<file path="src/cmes_params.svh">
// Contract
// - out-of-sync plus enable raises service flag
// - control bit 7 enables timing cell receiver
// - control bits 15:8 read as zero
// - status bit 0 latches reference failure
// - failure with holdover field 01 drives output
// - status bit 1 latches transmit underrun
// - status bit 2 latches transmit overrun
// - status bit 3 latches receive underrun
// - status bit 4 latches receive overrun
// - status bit 5 latches cell loss when control bit 7 enables the receiver
// - status bit 6 set on entering out-of-sync
// - writing one clears status bit, zero keeps
// - status bit 15 is OR of 6:0
// - status bits 14:7 read as zero
// - master clock control resets to 00C0h
// - bit 0 enable gates reference failure
// - bit 1 enable gates transmit slips
// - bit 3 enable gates receive slips
// - bit 5 enable gates cell loss
`ifndef CMES_PARAMS_SVH
`define CMES_PARAMS_SVH

// register indices as printed, byte address is four times these
`define CMES_IDX_CTRL 20'h0_6080
`define CMES_IDX_STAT 20'h0_6082
`define CMES_IDX_MCG 20'h0_6090
`define CMES_ADDR_W 20

// control register fields
`define CMES_CTRL_W 8
`define CMES_CB_REF_IE 0
`define CMES_CB_STX_IE 1
`define CMES_CB_CNT_UPD 2
`define CMES_CB_SRX_IE 3
`define CMES_CB_LOSS_IE 5
`define CMES_CB_SYNC_IE 6
`define CMES_CB_RX_EN 7
`define CMES_CTRL_RST 8'h00

// status register fields
`define CMES_STAT_W 7
`define CMES_SB_REF 0
`define CMES_SB_TX_UND 1
`define CMES_SB_TX_OVR 2
`define CMES_SB_RX_UND 3
`define CMES_SB_RX_OVR 4
`define CMES_SB_LOSS 5
`define CMES_SB_SYNC 6
`define CMES_SB_ANY 15
`define CMES_STAT_RST 7'h00

// master clock generation control
`define CMES_MCG_RST 16'h00c0
`define CMES_MCG_HOLD_LO 9
`define CMES_MCG_HOLD_HI 10
`define CMES_HOLD_ACTIVE 2'h1

// bus answers
`define CMES_RESP_OKAY 2'h0
`define CMES_RESP_SLVERR 2'h2

`endif

</file>
<file path="src/cmes_pkg.sv">
`include "cmes_params.svh"

package cmes_pkg;

	typedef logic [`CMES_ADDR_W-1:0] cmes_addr_t;
	typedef logic [1:0] cmes_resp_t;

	typedef struct packed
	{
		logic [`CMES_CTRL_W-1:0] ctrl;
		logic [`CMES_STAT_W-1:0] status;
		logic [15:0] mcg;
		logic sync_prev;
		logic cnt_update;
		logic aw_got;
		logic w_got;
		cmes_addr_t awaddr;
		logic [31:0] wdata;
		logic [3:0] wstrb;
		logic bvalid;
		cmes_resp_t bresp;
		logic rvalid;
		logic [31:0] rdata;
		cmes_resp_t rresp;
	} cmes_state_s;

endpackage

</file>
<file path="src/cmes_top.sv">
// Register access over AXI4-Lite was chosen for this implementation.
`include "cmes_params.svh"

module cmes_top
(
	// clock and reset
	input wire logic clk,
	input wire logic reset,

	// axi4-lite write address
	input wire logic s_axi_awvalid,
	output logic s_axi_awready,
	input wire cmes_pkg::cmes_addr_t s_axi_awaddr,
	input wire logic [2:0] s_axi_awprot,

	// axi4-lite write data
	input wire logic s_axi_wvalid,
	output logic s_axi_wready,
	input wire logic [31:0] s_axi_wdata,
	input wire logic [3:0] s_axi_wstrb,

	// axi4-lite write response
	output logic s_axi_bvalid,
	input wire logic s_axi_bready,
	output cmes_pkg::cmes_resp_t s_axi_bresp,

	// axi4-lite read address
	input wire logic s_axi_arvalid,
	output logic s_axi_arready,
	input wire cmes_pkg::cmes_addr_t s_axi_araddr,
	input wire logic [2:0] s_axi_arprot,

	// axi4-lite read data
	output logic s_axi_rvalid,
	input wire logic s_axi_rready,
	output logic [31:0] s_axi_rdata,
	output cmes_pkg::cmes_resp_t s_axi_rresp,

	// events from clock sub-modules, same clock, one-cycle pulses
	input wire logic ref_clock_fail,
	input wire logic stamp_tx_underrun,
	input wire logic stamp_tx_overrun,
	input wire logic stamp_rx_underrun,
	input wire logic stamp_rx_overrun,
	input wire logic timing_cell_loss,
	// cell tracker out-of-sync level
	input wire logic cell_out_of_sync,

	// controls and flags toward the device
	output logic timing_cell_rx_en,
	output logic timing_service_flag,
	output logic holdover_output,
	output logic counter_update,
	output logic [15:0] master_clock_ctrl
);
	import cmes_pkg::*;

	cmes_state_s q;
	cmes_state_s d;

	logic aw_hs;
	logic w_hs;
	logic ar_hs;
	logic do_wr;
	cmes_addr_t wr_addr;
	logic [31:0] wr_data;
	logic [3:0] wr_strb;
	logic [`CMES_STAT_W-1:0] events;
	logic [`CMES_STAT_W-1:0] clr;
	logic [`CMES_STAT_W-1:0] enables;
	logic [1:0] wr_sel;
	logic [1:0] rd_sel;
	logic [15:0] ctrl_word;

	// ------------------------------------------------------------------
	// register decode
	// ------------------------------------------------------------------

	// maps a byte address to a register code, 0 when unmapped
	function automatic logic [1:0] reg_sel(input cmes_addr_t a);
		logic [1:0] s;
		s = 2'h0;
		if (a == cmes_addr_t'(`CMES_IDX_CTRL << 2))
			s = 2'h1;
		else if (a == cmes_addr_t'(`CMES_IDX_STAT << 2))
			s = 2'h2;
		else if (a == cmes_addr_t'(`CMES_IDX_MCG << 2))
			s = 2'h3;
		return s;
	endfunction

	// merges byte lanes 0 and 1 into a 16-bit register
	function automatic logic [15:0] lane_merge(input logic [15:0] old,
		input logic [31:0] data, input logic [3:0] strb);
		logic [15:0] v;
		v = old;
		if (strb[0])
			v[7:0] = data[7:0];
		if (strb[1])
			v[15:8] = data[15:8];
		return v;
	endfunction

	// ------------------------------------------------------------------
	// bus handshakes
	// ------------------------------------------------------------------

	// readies drop while a response waits, so no second write can overtake it
	assign s_axi_awready = !q.aw_got && !q.bvalid;
	assign s_axi_wready = !q.w_got && !q.bvalid;
	assign s_axi_arready = !q.rvalid;
	assign aw_hs = s_axi_awvalid && s_axi_awready;
	assign w_hs = s_axi_wvalid && s_axi_wready;
	assign ar_hs = s_axi_arvalid && s_axi_arready;
	assign do_wr = (q.aw_got || aw_hs) && (q.w_got || w_hs);
	assign wr_addr = q.aw_got ? q.awaddr : s_axi_awaddr;
	assign wr_data = q.w_got ? q.wdata : s_axi_wdata;
	assign wr_strb = q.w_got ? q.wstrb : s_axi_wstrb;

	// ------------------------------------------------------------------
	// status events and sync edge
	// ------------------------------------------------------------------

	always_comb
	begin
		events = '0;
		events[`CMES_SB_REF] = ref_clock_fail;
		events[`CMES_SB_TX_UND] = stamp_tx_underrun;
		events[`CMES_SB_TX_OVR] = stamp_tx_overrun;
		events[`CMES_SB_RX_UND] = stamp_rx_underrun;
		events[`CMES_SB_RX_OVR] = stamp_rx_overrun;
		events[`CMES_SB_LOSS] = timing_cell_loss && q.ctrl[`CMES_CB_RX_EN];
		events[`CMES_SB_SYNC] = cell_out_of_sync && !q.sync_prev;
	end

	// ------------------------------------------------------------------
	// service flag enables
	// ------------------------------------------------------------------

	always_comb
	begin
		enables = '0;
		enables[`CMES_SB_REF] = q.ctrl[`CMES_CB_REF_IE];
		enables[`CMES_SB_TX_UND] = q.ctrl[`CMES_CB_STX_IE];
		enables[`CMES_SB_TX_OVR] = q.ctrl[`CMES_CB_STX_IE];
		enables[`CMES_SB_RX_UND] = q.ctrl[`CMES_CB_SRX_IE];
		enables[`CMES_SB_RX_OVR] = q.ctrl[`CMES_CB_SRX_IE];
		enables[`CMES_SB_LOSS] = q.ctrl[`CMES_CB_LOSS_IE];
		enables[`CMES_SB_SYNC] = q.ctrl[`CMES_CB_SYNC_IE];
	end

	// ------------------------------------------------------------------
	// register select
	// ------------------------------------------------------------------

	// each channel decodes its address once
	assign wr_sel = reg_sel(wr_addr);
	assign rd_sel = reg_sel(s_axi_araddr);
	// control word as the write leaves it, upper byte never kept
	assign ctrl_word = lane_merge({8'h00, q.ctrl}, wr_data, wr_strb);

	// ------------------------------------------------------------------
	// status clear
	// ------------------------------------------------------------------

	// only byte lane 0 carries clear bits, the rest of the word is ignored
	// write-one clear
	assign clr = (do_wr && wr_sel == 2'h2 && wr_strb[0])
		? wr_data[`CMES_STAT_W-1:0] : '0;

	// ------------------------------------------------------------------
	// next state
	// ------------------------------------------------------------------

	always_comb
	begin
		d = q;
		// tracker level is remembered so a persisting loss does not set again
		d.sync_prev = cell_out_of_sync;
		d.cnt_update = 1'b0;
		d.status = (q.status & ~clr) | events;

		if (aw_hs)
		begin
			d.aw_got = 1'b1;
			d.awaddr = s_axi_awaddr;
		end
		if (w_hs)
		begin
			d.w_got = 1'b1;
			d.wdata = s_axi_wdata;
			d.wstrb = s_axi_wstrb;
		end

		if (do_wr)
		begin
			d.aw_got = 1'b0;
			d.w_got = 1'b0;
			d.bvalid = 1'b1;
			d.bresp = `CMES_RESP_OKAY;
			case (wr_sel)
				2'h1:
				begin
					d.ctrl = ctrl_word[`CMES_CTRL_W-1:0];
					d.cnt_update = wr_strb[0] && wr_data[`CMES_CB_CNT_UPD];
				end
				2'h2:
				begin
					d.bresp = `CMES_RESP_OKAY;
				end
				2'h3:
				begin
					d.mcg = lane_merge(q.mcg, wr_data, wr_strb);
				end
				default:
				begin
					d.bresp = `CMES_RESP_SLVERR;
				end
			endcase
		end
		else if (q.bvalid && s_axi_bready)
		begin
			d.bvalid = 1'b0;
		end

		if (ar_hs)
		begin
			d.rvalid = 1'b1;
			d.rresp = `CMES_RESP_OKAY;
			d.rdata = '0;
			case (rd_sel)
				2'h1:
				begin
					d.rdata[`CMES_CTRL_W-1:0] = q.ctrl;
				end
				2'h2:
				begin
					d.rdata[`CMES_STAT_W-1:0] = q.status;
					d.rdata[`CMES_SB_ANY] = |q.status;
				end
				2'h3:
				begin
					d.rdata[15:0] = q.mcg;
				end
				default:
				begin
					d.rresp = `CMES_RESP_SLVERR;
				end
			endcase
		end
		else if (q.rvalid && s_axi_rready)
		begin
			d.rvalid = 1'b0;
		end

		if (reset)
		begin
			d = '0;
			d.ctrl = `CMES_CTRL_RST;
			d.status = `CMES_STAT_RST;
			d.mcg = `CMES_MCG_RST;
		end
	end

	// ------------------------------------------------------------------
	// state register
	// ------------------------------------------------------------------

	always_ff @(posedge clk)
	begin
		q <= d;
	end

	// ------------------------------------------------------------------
	// outputs
	// ------------------------------------------------------------------

	assign s_axi_bvalid = q.bvalid;
	assign s_axi_bresp = q.bresp;
	assign s_axi_rvalid = q.rvalid;
	assign s_axi_rdata = q.rdata;
	assign s_axi_rresp = q.rresp;

	// ------------------------------------------------------------------
	// control outputs
	// ------------------------------------------------------------------

	assign timing_cell_rx_en = q.ctrl[`CMES_CB_RX_EN];
	assign timing_service_flag = |(q.status & enables);
	assign holdover_output = q.status[`CMES_SB_REF]
		&& q.mcg[`CMES_MCG_HOLD_HI:`CMES_MCG_HOLD_LO] == `CMES_HOLD_ACTIVE;
	assign counter_update = q.cnt_update;
	assign master_clock_ctrl = q.mcg;

endmodule

</file>
<file path="config.mk">
export PLATFORM = sky130hd
export DESIGN_NAME = cmes_top
export DESIGN_NICKNAME = d
export VERILOG_FILES = /design/src/cmes_pkg.sv /design/src/cmes_top.sv
export VERILOG_INCLUDE_DIRS = /design/src /design/src/src
export SDC_FILE = /design/constraint.sdc
export NUM_CORES = 1
export LEC_CHECK = 0
export ABC_AREA = 1
export BUFFER_PORTS_ARGS = -buffer_cell sky130_fd_sc_hd__buf_2
export CAP_MARGIN = 0
export CORE_UTILIZATION = 25
export CTS_BUF_LIST = sky130_fd_sc_hd__clkbuf_16
export DETAILED_ROUTE_END_ITERATION = 8
export PLACE_DENSITY_LB_ADDON = 0.25
export SLEW_MARGIN = 15
export SYNTH_ARGS = -nofsm -noshare
export SYNTH_HDL_FRONTEND = slang
export SYNTH_SLANG_ARGS = --single-unit
</file>
<file path="constraint.sdc">
create_clock -name clk -period 3.31 [get_ports clk]
set_input_delay 0.331 -clock clk [delete_from_list [all_inputs] [get_ports clk]]
set_output_delay 0.331 -clock clk [all_outputs]
set_load 0.03 [all_outputs]
</file>
==> results.toml, run 1 <==
[sta]
slew_violations = 0
finalHoldViolations = 0
timing.final.setup_violations = 0
finalWorstPathRequiredPeriod_ns = 2.16
clock-skew-final_ns = 0.00918
tightest_slew_ns = 0.643
setup_repair_after_global_routing_missed_its_margin = "false"
timing.setup.tns_ns = 0
slew-limit-headroom_pct = 57.0
achievable-frequency_mhz = 464
final.period_utilization_pct = 65.2

[synth]
synth_simple_gate_area_share_pct = 36.0
synth_mux_area_share_pct = 0.211
yosysWarnings = 0
synth_top_family_by_area = "simple AND/OR/NAND/NOR gates"
synth-edff-count = 0
post_syn_area_per_cell_um2 = 6.90
synth_area_leader_cell = "dfxtp_1"
netlist_area_um2 = 4740
yosys.cell_count.top_type = "nand2_1"
post_synth_main_area_contributors = "dfxtp_1, nand2_1, nor2_1, buf_4, o21ai_0"
async_reset_ff_share_pct = 0
netlist_top_cells_count = "nand2_1, nor2_1, dfxtp_1"
synthAdderAreaFrac_pct = 0
compound_gate_portion_of_the_synthesized_area_pct = 9.11
synth_seq_area_share_pct = 39.3
post_synth_xor_area_fraction_pct = 0
synth_seq_cells = 93
synth_top_area_share_pct = 39.3
synth_cell_types = 35
post_synth_inst_count = 687
postSynth.topFlopCell = "dfxtp_1"

[clocking]
cts-root-buf = "clkbuf_16"
cts_tree = "built"
cts_inserted_buffers = 9
cts-root-to-sink-buffers = 2
post-cts-setup-buffer-count = 0
cts.hold.buffers_added = 0
ctsHtreeMaxLevel = 3
clock_sinks = 93
clk-insertion-delay-late_ns = 0.35
path_clk_slew_ns = 0.07
post_cts_resize_count = 0

[floorplan]
initial_utilization_pct = 25.9
design.portCount = 157
die_width_um = 140
rows = 49
core_region_area_um2 = 18300
die_height_um = 140
dieArea_um2 = 19500

[global_routing]
global_route_wire_length_before_repair_um = 20500
grt_util_all_layers_pct = 13.5
initial_antenna_violation_count = 2
first_global_vias = 3856
grt_remaining_overflow = 0
grt_start_max_net_pins = 37

[setup_path]
worst_ep_required_time_ns = 3.56
critical_path.startpoint_type = "flip-flop"
crit_fanout = 14
cp.arrival_ns = 2.40
endpoint_kind = "flip-flop"
critical_path_class = "flip-flop to flip-flop"

[route]
finalWirelength_um = 12900
drt_iter0_drc = 217
post_drt_wl_per_cell_um = 13.0
route.antenna.remaining_nets = 0
drcViolationCount = 0
avgViaCountPerCell = 4.39
drt_pass1_iterations = 4
routed_via_count = 4359

[pwr]
max_vdd_drop_mv = 0.244
p_leak_uw = 0.00274
p_per_area_nw_per_um2 = 519

[min_path]
hold_class = "input pin to flip-flop"

[outcome]
outcome = "finished, final reports clean"

[placed_design]
post-place-cells = 977
post-dp-hpwl_um = 9360
place_congestion = 0.786
place.port_buffers = 114

[cells_and_area]
instances_no_fill = 993
layout-drive-gt1-share_pct = 20.6
area.growth.synth_to_final_pct = 16.6
layout.nets = 855

[flow_run]
timing.max_cap.violations = 0
[report_power, final]
part	leakage (µW)	switching [µW]	internal, µW
clock network	0.000153	449	659
logic	0.00182	347	157
registers	0.000762	52.2	1200
[critical path: stages (launching register included)]
cell,delay (ns)
dfxtp_1,0.43
nor2_1,0.17
nand2_1,0.30
nand2_1,0.20
o21ai_2,0.13
nor2_4,0.29
nand3_2,0.16
nand2_1,0.08
inv_1,0.15
nand2_1,0.10
nand2_1,0.04
[kinds of logic (layout without fill, tap and decap cells)]
| family | after synthesis | after routing |
|---|---|---|
| other cells | 1 | 19 |
| flops | 93 | 93 |
| compound gates | 83 | 83 |
| simple gates | 374 | 374 |
| buf+inv | 135 | 194 |
| mux | 1 | 1 |
[flip-flops by register name (all words and copies together) (netlist names)]
| register | count |
|---|---|
| q | 50 |
| master_clock_ctrl | 16 |
| s_axi_rdata | 16 |
| enables | 5 |
| counter_update | 1 |
| s_axi_bresp | 1 |
| s_axi_bvalid | 1 |
| s_axi_rresp | 1 |
| s_axi_rvalid | 1 |
| timing_cell_rx_en | 1 |
[per-layer routing]
| layer | wire length (µm) | global-route usage (%) | up-vias |
|---|---|---|---|
| li1 | - | - | 2272 |
| met1 | 5950 | 17.2 | 1935 |
| met2 | 5990 | 21.9 | 142 |
| met3 | 870 | 4.09 | 8 |
| met4 | 83 | 3.64 | 2 |
| met5 | 13 | 0 | - |
[cell type report]
cell class                 count  area, µm²
antenna                        1       2.50
clock buffer                   9        225
clock inverter                 6       88.8
fill                        2069      12700
inverter                      56        210
multi-input combinational    476       2210
sequential                    93       1860
tap                          229        287
timing repair buffer         123        638
[cell usage in the layout (no fill, tap or decap), drive strengths merged]
master / instances
a21oi: 32
nor4: 1
o211ai: 1
clkinv: 3
dfxtp: 93
nand3: 27
conb: 18
buf: 123
clkinvlp: 1
nor3b: 8
a22o: 1
or2: 2
o21ai: 48
nand3b: 7
nand2: 155
mux2i: 1
clkbuf: 9
bufinv: 2
inv: 56
nor2: 133
o21a: 1
nand4: 33
diode: 1
nor3: 8
[stage by stage]
step / cell area (µm²) / util, % / power, µW / worst slack, ns / hold slack [ns]
2_1_floorplan: 4800 / - / 1640 / 1.29 / 0.399
3_3_place_gp: 5210 / 28.5 / 1790 / 1.07 / 0.405
3_5_place_dp: 5210 / 28.5 / 1790 / 1.09 / 0.410
4_1_cts: 5520 / 30.2 / 2920 / 1.08 / 0.179
5_1_grt: 5520 / 30.2 / 3030 / 0.878 / 0.192
6_report: 5530 / 30.2 / 2870 / 1.15 / 0.192
[path summary, 6_finish.rpt]
| kind | depth (start not counted) | to | startpoint | slack, ns |
|---|---|---|---|---|
| setup / recovery | 10 | enables[5] | q[94] | 1.15 |
| hold / removal | 3 | q[97] | cell_out_of_sync | 0.19 |
| setup reg to reg | 10 | enables[5] | q[94] | 1.15 |
| hold reg to reg | 1 | q[120] | q[97] | 0.41 |
Power figures use the tool's default switching activity.
==> run 2, diff against run 1 <==
--- a/config.mk
+++ b/config.mk
@@ -6,7 +6,7 @@
 export SDC_FILE = /design/constraint.sdc
 export NUM_CORES = 1
 export LEC_CHECK = 0
-export ABC_AREA = 1
+export ABC_AREA = 0
 export BUFFER_PORTS_ARGS = -buffer_cell sky130_fd_sc_hd__buf_2
 export CAP_MARGIN = 0
 export CORE_UTILIZATION = 25
==> constraint.sdc (replaced) <==
create_clock -name clk -period 1.94 [get_ports clk]
set_input_delay 0.194 -clock clk [delete_from_list [all_inputs] [get_ports clk]]
set_output_delay 0.194 -clock clk [all_outputs]
set_load 0.03 [all_outputs]
==> results.toml, run 2 <==
[floorplan]
design.portCount = 157
dieArea_um2 = 18600
die_height_um = 136
core_region_area_um2 = 17500
initial_utilization_pct = 25.9
rows = 48
die_width_um = 136

[setup_path]
path_cells = "or4b_4, o22a_4, nor3_2, and3_4, buf_8, mux2i_1"
slowest_delay_ns = 0.53
timing.critical_path.max_delay_family = "simple AND/OR/NAND/NOR gates"
critical_path_class = "flip-flop to flip-flop"
timing.critical_path.slowest_stage_cell = "or4b_4"
crit_fanout = 7
endpoint_kind = "flip-flop"
worst_ep_required_time_ns = 2.21
critical_path_buf_inv_count = 1
cp.arrival_ns = 2.16
critical_path.startpoint_type = "flip-flop"

[cells_and_area]
layout.nets = 717
final_design_utilization_pct = 31.3
largest_register_ffs = 50
area.growth.synth_to_final_pct = 21.1
registers.top_by_ff_count = "q"
layout.cells.most_common_list = "buf_2, nand2_1, dfxtp_1, a21oi_1, nor2_1"
postLayoutCellArea_um2 = 5480
most_common_library_cell_in_the_layout_ignoring_fill_and_taps = "buf_2"
layout-drive-gt1-share_pct = 28.1
number_of_diodes_added_for_antenna_fixing = 0

[pwr]
part_of_the_total_power_dissipated_in_combinational_logic_pct = 14.4
pwr-share-clk_pct = 40.0
p_per_area_nw_per_um2 = 820
netSwitchingFraction_pct = 27.8
max_vdd_drop_mv = 0.404
total_switching_power_uw = 1250
cell_internal_pwr_uw = 3240
power_frac_seq_pct = 45.6
p_leak_uw = 0.00230

[clocking]
cts_inserted_buffers = 9
cts-root-buf = "clkbuf_16"
cts-root-to-sink-buffers = 2
path_clk_slew_ns = 0.07
clk-insertion-delay-late_ns = 0.35
ctsHtreeMaxLevel = 3
cts_tree = "built"
clock_sinks = 93

[synth]
yosysWarnings = 0
netlist_area_um2 = 4520
netlist_top_cells_count = "nand2_1, dfxtp_1, buf_4"
synthAdderAreaFrac_pct = 0
synth_cell_types = 49
post_synth_xor_area_fraction_pct = 0
synth_top_area_share_pct = 41.2
synth_top_family_by_area = "simple AND/OR/NAND/NOR gates"
compound_gate_portion_of_the_synthesized_area_pct = 14.1
synth_mux_area_share_pct = 10.2
postSynth.topFlopCell = "dfxtp_1"
synth_area_leader_cell = "dfxtp_1"
async_reset_ff_share_pct = 0
post_synth_main_area_contributors = "dfxtp_1, mux2i_1, buf_4, nand2_1, a21oi_1"
post_synth_inst_count = 540
synth-edff-count = 0
synth_simple_gate_area_share_pct = 22.9
yosys.cell_count.top_type = "nand2_1"
post_syn_area_per_cell_um2 = 8.37
synth_seq_area_share_pct = 41.2
synth_seq_cells = 93

[sta]
post_route_worst_setup_slack_ns = 0.0507
finalWorstPathRequiredPeriod_ns = 1.89
finalHoldViolations = 0
timing.setup.tns_ns = 0
slew-limit-headroom_pct = 55.2
final.period_utilization_pct = 97.4
timing.final.setup_violations = 0
achievable-frequency_mhz = 529
slew_violations = 0
tightest_slew_ns = 0.670
clock-skew-final_ns = 0.0111

[global_routing]
initial_antenna_violation_count = 1
grt_util_all_layers_pct = 12.8
first_global_vias = 3563
global_route_wire_length_before_repair_um = 18000
grt_remaining_overflow = 0
grt_start_max_net_pins = 44

[placed_design]
dpl_cell_area_um2 = 5120
place_congestion = 0.746
post-dp-hpwl_um = 8850
dpl_worst_slack_ns = -0.0705
place.port_buffers = 114

[route]
finalWirelength_um = 11700
drt_iter0_drc = 119
post_drt_wl_per_cell_um = 13.8
route.antenna.remaining_nets = 0
avgViaCountPerCell = 4.53
routed_via_count = 3853
drcViolationCount = 0
drt_pass1_iterations = 5

[flow_run]
timing.max_cap.violations = 0

[min_path]
hold_class = "input pin to flip-flop"

[outcome]
outcome = "finished, final reports clean"
[run 2: cell count changes in the layout (fill, tap and decap cells not counted), sizes merged, moves of 21 or more]
cell | before | now
nand3 | 27 | 5
o21ai | 48 | 9
nand4 | 33 | 2
inv | 56 | 3
mux2i | 1 | 40
a21oi | 32 | 53
nand2 | 155 | 97
nor2 | 133 | 47
[run 2: layout make-up]
| type | instances | area (µm²) |
|---|---|---|
| Inverter | 2 | 7.51 |
| Clock inverter | 7 | 75.1 |
| Fill cell | 1851 | 12000 |
| Clock buffer | 9 | 225 |
| Multi-Input combinational cell | 380 | 2240 |
| Sequential cell | 93 | 1870 |
| Tap cell | 225 | 282 |
| Timing Repair Buffer | 135 | 777 |
[run 2: worst paths after layout]
| kind | startpoint | to | slack [ns] | cells past startpoint |
|---|---|---|---|---|
| setup / recovery | q[95] | master_clock_ctrl[5] | 0.05 | 6 |
| hold reg to reg | s_axi_rdata[0] | s_axi_rdata[0] | 0.44 | 2 |
| hold / removal | s_axi_rready | s_axi_rvalid | 0.03 | 2 |
| setup reg to reg | q[95] | master_clock_ctrl[5] | 0.05 | 6 |
[run 2: cell families (layout without fill, tap and decap cells)]
kind of cell           after synthesis  count (layout)
AO/OA/AOI/OAI                      103             103
buffers and inverters               84             153
flip-flops                          93              93
multiplexers                        45              45
other                                1              18
AND/OR/NAND/NOR                    214             214
[run 2: through the flow]
step / hold slack (ns) / total power [µW] / cells
after floorplan: 0.293 / 2540 / 557
after global placement: 0.383 / 2720 / 835
after global routing: 0.0387 / 4710 / 851
final: 0.0316 / 4490 / 851
after CTS: 0.0138 / 4560 / 851
after detailed placement: 0.387 / 2730 / 835
[run 2: repair_timing]
item / in CTS / in global routing
pin swaps: 2 / 3
endpoints found under the setup margin: 15 / 21
hold buffers: 0 / 0
buffers inserted: 0 / 0
gates resized for setup: 6 / 7
[run 2: metal layers]
layer | wire (µm) | vias up | global-route usage [%]
li1 | - | 1953 | -
met1 | 5280 | 1776 | 15.2
met2 | 5580 | 108 | 21.7
met3 | 669 | 14 | 3.43
met4 | 170 | 2 | 5.00
met5 | 8 | - | 0
[run 2: power by group through the flow]
stage          registers, µW  clock network [µW]  logic, µW
6_report                2050                1800        648
5_1_grt                 2060                1930        723
4_1_cts                 2050                1860        651
3_5_place_dp            2090                   0        645
3_3_place_gp            2090                   0        634
2_1_floorplan           2080                   0        454
==> run 3, diff against run 2 <==
--- a/config.mk
+++ b/config.mk
@@ -7,7 +7,7 @@
 export NUM_CORES = 1
 export LEC_CHECK = 0
 export ABC_AREA = 0
-export BUFFER_PORTS_ARGS = -buffer_cell sky130_fd_sc_hd__buf_2
+export BUFFER_PORTS_ARGS = -buffer_cell sky130_fd_sc_hd__clkbuf_2
 export CAP_MARGIN = 0
 export CORE_UTILIZATION = 25
 export CTS_BUF_LIST = sky130_fd_sc_hd__clkbuf_16
==> results.toml, run 3 (synthesized netlist as in run 2, its figures left out) <==
[pwr]
p_leak_uw = 0.00234
power_frac_seq_pct = 44.7
netSwitchingFraction_pct = 26.6
total_switching_power_uw = 1220
pwr-share-clk_pct = 41.0
p_per_area_nw_per_um2 = 832
max_vdd_drop_mv = 0.410
part_of_the_total_power_dissipated_in_combinational_logic_pct = 14.3
cell_internal_pwr_uw = 3370

[setup_path]
endpoint_kind = "flip-flop"
critical_path.startpoint_type = "flip-flop"
path_cells = "or4b_4, o22a_4, nor3_1, and3_1, buf_12, a211oi_1"
rr_worst_depth = 6
rr_startpoint = "q[95]"
cp.arrival_ns = 2.05
timing.rr.end = "q[116]"
crit_end = "q[116]"
worst_ep_required_time_ns = 2.13
crit_fanout = 7
critical_path.startpoint = "q[95]"
slowest_delay_ns = 0.53
timing.critical_path.slowest_stage_cell = "or4b_4"
critical_path_class = "flip-flop to flip-flop"
reg2reg_setup_slack_ns = 0.08

[cells_and_area]
layout-drive-gt1-share_pct = 28.6
most_common_library_cell_in_the_layout_ignoring_fill_and_taps = "clkbuf_2"
registers.top_by_ff_count = "q"
largest_register_ffs = 50
area.growth.synth_to_final_pct = 22.1
layout.cells.most_common_list = "clkbuf_2, nand2_1, dfxtp_1, a21oi_1, nor2_1"
layout.nets = 721
number_of_diodes_added_for_antenna_fixing = 0

[floorplan]
die_height_um = 136
core_region_area_um2 = 17500
die_width_um = 136
dieArea_um2 = 18600
initial_utilization_pct = 25.9
rows = 48
design.portCount = 157

[placed_design]
place_congestion = 0.778
place.port_buffers = 114
post-dp-hpwl_um = 9050

[route]
routed_via_count = 3875
drcViolationCount = 0
drt_pass1_iterations = 4
post_drt_wl_per_cell_um = 13.8
finalWirelength_um = 11800
avgViaCountPerCell = 4.53
drt_iter0_drc = 160
route.antenna.remaining_nets = 0

[sta]
clock-skew-final_ns = 0.00649
finalWorstPathRequiredPeriod_ns = 1.86
slew-limit-headroom_pct = 54.1
tightest_slew_ns = 0.689
timing.setup.tns_ns = 0
final.period_utilization_pct = 96.0
holdWs_ns = 0.0397
slew_violations = 0
timing.final.setup_violations = 0
achievable-frequency_mhz = 537
finalHoldViolations = 0

[clocking]
path_clk_slew_ns = 0.07
cts.hold.buffers_added = 0
cts-root-buf = "clkbuf_16"
cts_inserted_buffers = 9
cts-root-to-sink-buffers = 2
clk-insertion-delay-late_ns = 0.34
cts_tree = "built"
ctsHtreeMaxLevel = 3
post-cts-setup-buffer-count = 0
clock_sinks = 93

[global_routing]
grt_remaining_overflow = 0
global_route_wire_length_before_repair_um = 18500
grt_util_all_layers_pct = 13.0
initial_antenna_violation_count = 0
grt_start_max_net_pins = 44
first_global_vias = 3661

[min_path]
worst_hold_path_stage_count = 2
hold_class = "input pin to flip-flop"

[flow_run]
timing.max_cap.violations = 0

[outcome]
outcome = "finished, final reports clean"
-- run 3: cell types whose count changed in the layout (fill, tap and decap cells not counted), sizes merged --
cell / before / now
clkbuf: 9 / 122
buf: 135 / 26
clkinvlp: 3 / 1
bufinv: 1 / 2
inv: 3 / 4
-- run 3: through the flow --
step	instances	instance area [µm²]	util [%]	power (µW)	setup slack, ns
2_1_floorplan	557	4590	-	2540	0.0256
3_3_place_gp	839	5140	29.4	2720	0.0431
3_5_place_dp	839	5140	29.4	2740	-0.0201
4_1_cts	855	5460	31.3	4640	0.00673
5_1_grt	855	5520	31.6	4810	-0.00141
6_report	855	5520	31.6	4590	0.0779
-- run 3: final cells by class --
cell class	instances	area [µm²]
clock buffers	9	225
clock inverters	7	92.6
fillers	1854	12000
inverters	2	7.51
multi-input cells	380	2260
flip-flops and latches	93	1860
well taps	225	282
repair buffers	139	791
-- run 3: how the worst min path moves through the flow --
stage | startpoint | endpoint | slack [ns]
5_1_grt | s_axi_rready | s_axi_rvalid | 0.04
4_1_cts | s_axi_rready | s_axi_rvalid | 0.02
3_3_place_gp | s_axi_rready | s_axi_rvalid | 0.38
3_5_place_dp | s_axi_rready | s_axi_rvalid | 0.40
6_report | s_axi_rready | s_axi_rvalid | 0.04
2_1_floorplan | s_axi_rready | s_axi_rvalid | 0.29
-- run 3: per-layer routing --
metal	up-vias	GRT usage [%]	share of wire (%)
met1	1800	15.4	44
met5	-	0	0
li1	1962	-	-
met3	10	4.25	6.2
met2	103	22.0	48
met4	0	3.83	1.1
-- run 3: timing repair --
action,4_1_cts,5_1_grt
pin swaps,0,1
setup endpoints to repair,8,26
endpoints found under the hold margin,0,0
gates resized for setup,2,11
-- run 3: worst max-delay path, delay by kind of cell (launching register included) --
family	cells	cell delay, ns
AOI/OAI and AO/OA	2	0.31
DFF	1	0.34
buffers and inverters	1	0.14
and+or+nand+nor	3	0.92
-- run 3: power by group through the flow --
stage / sequential, µW / clock [µW] / combinational [µW]
3_5_place_dp: 2090 / 0 / 652
6_report: 2050 / 1880 / 659
5_1_grt: 2060 / 2020 / 731
4_1_cts: 2050 / 1940 / 656
3_3_place_gp: 2080 / 0 / 640
2_1_floorplan: 2080 / 0 / 454
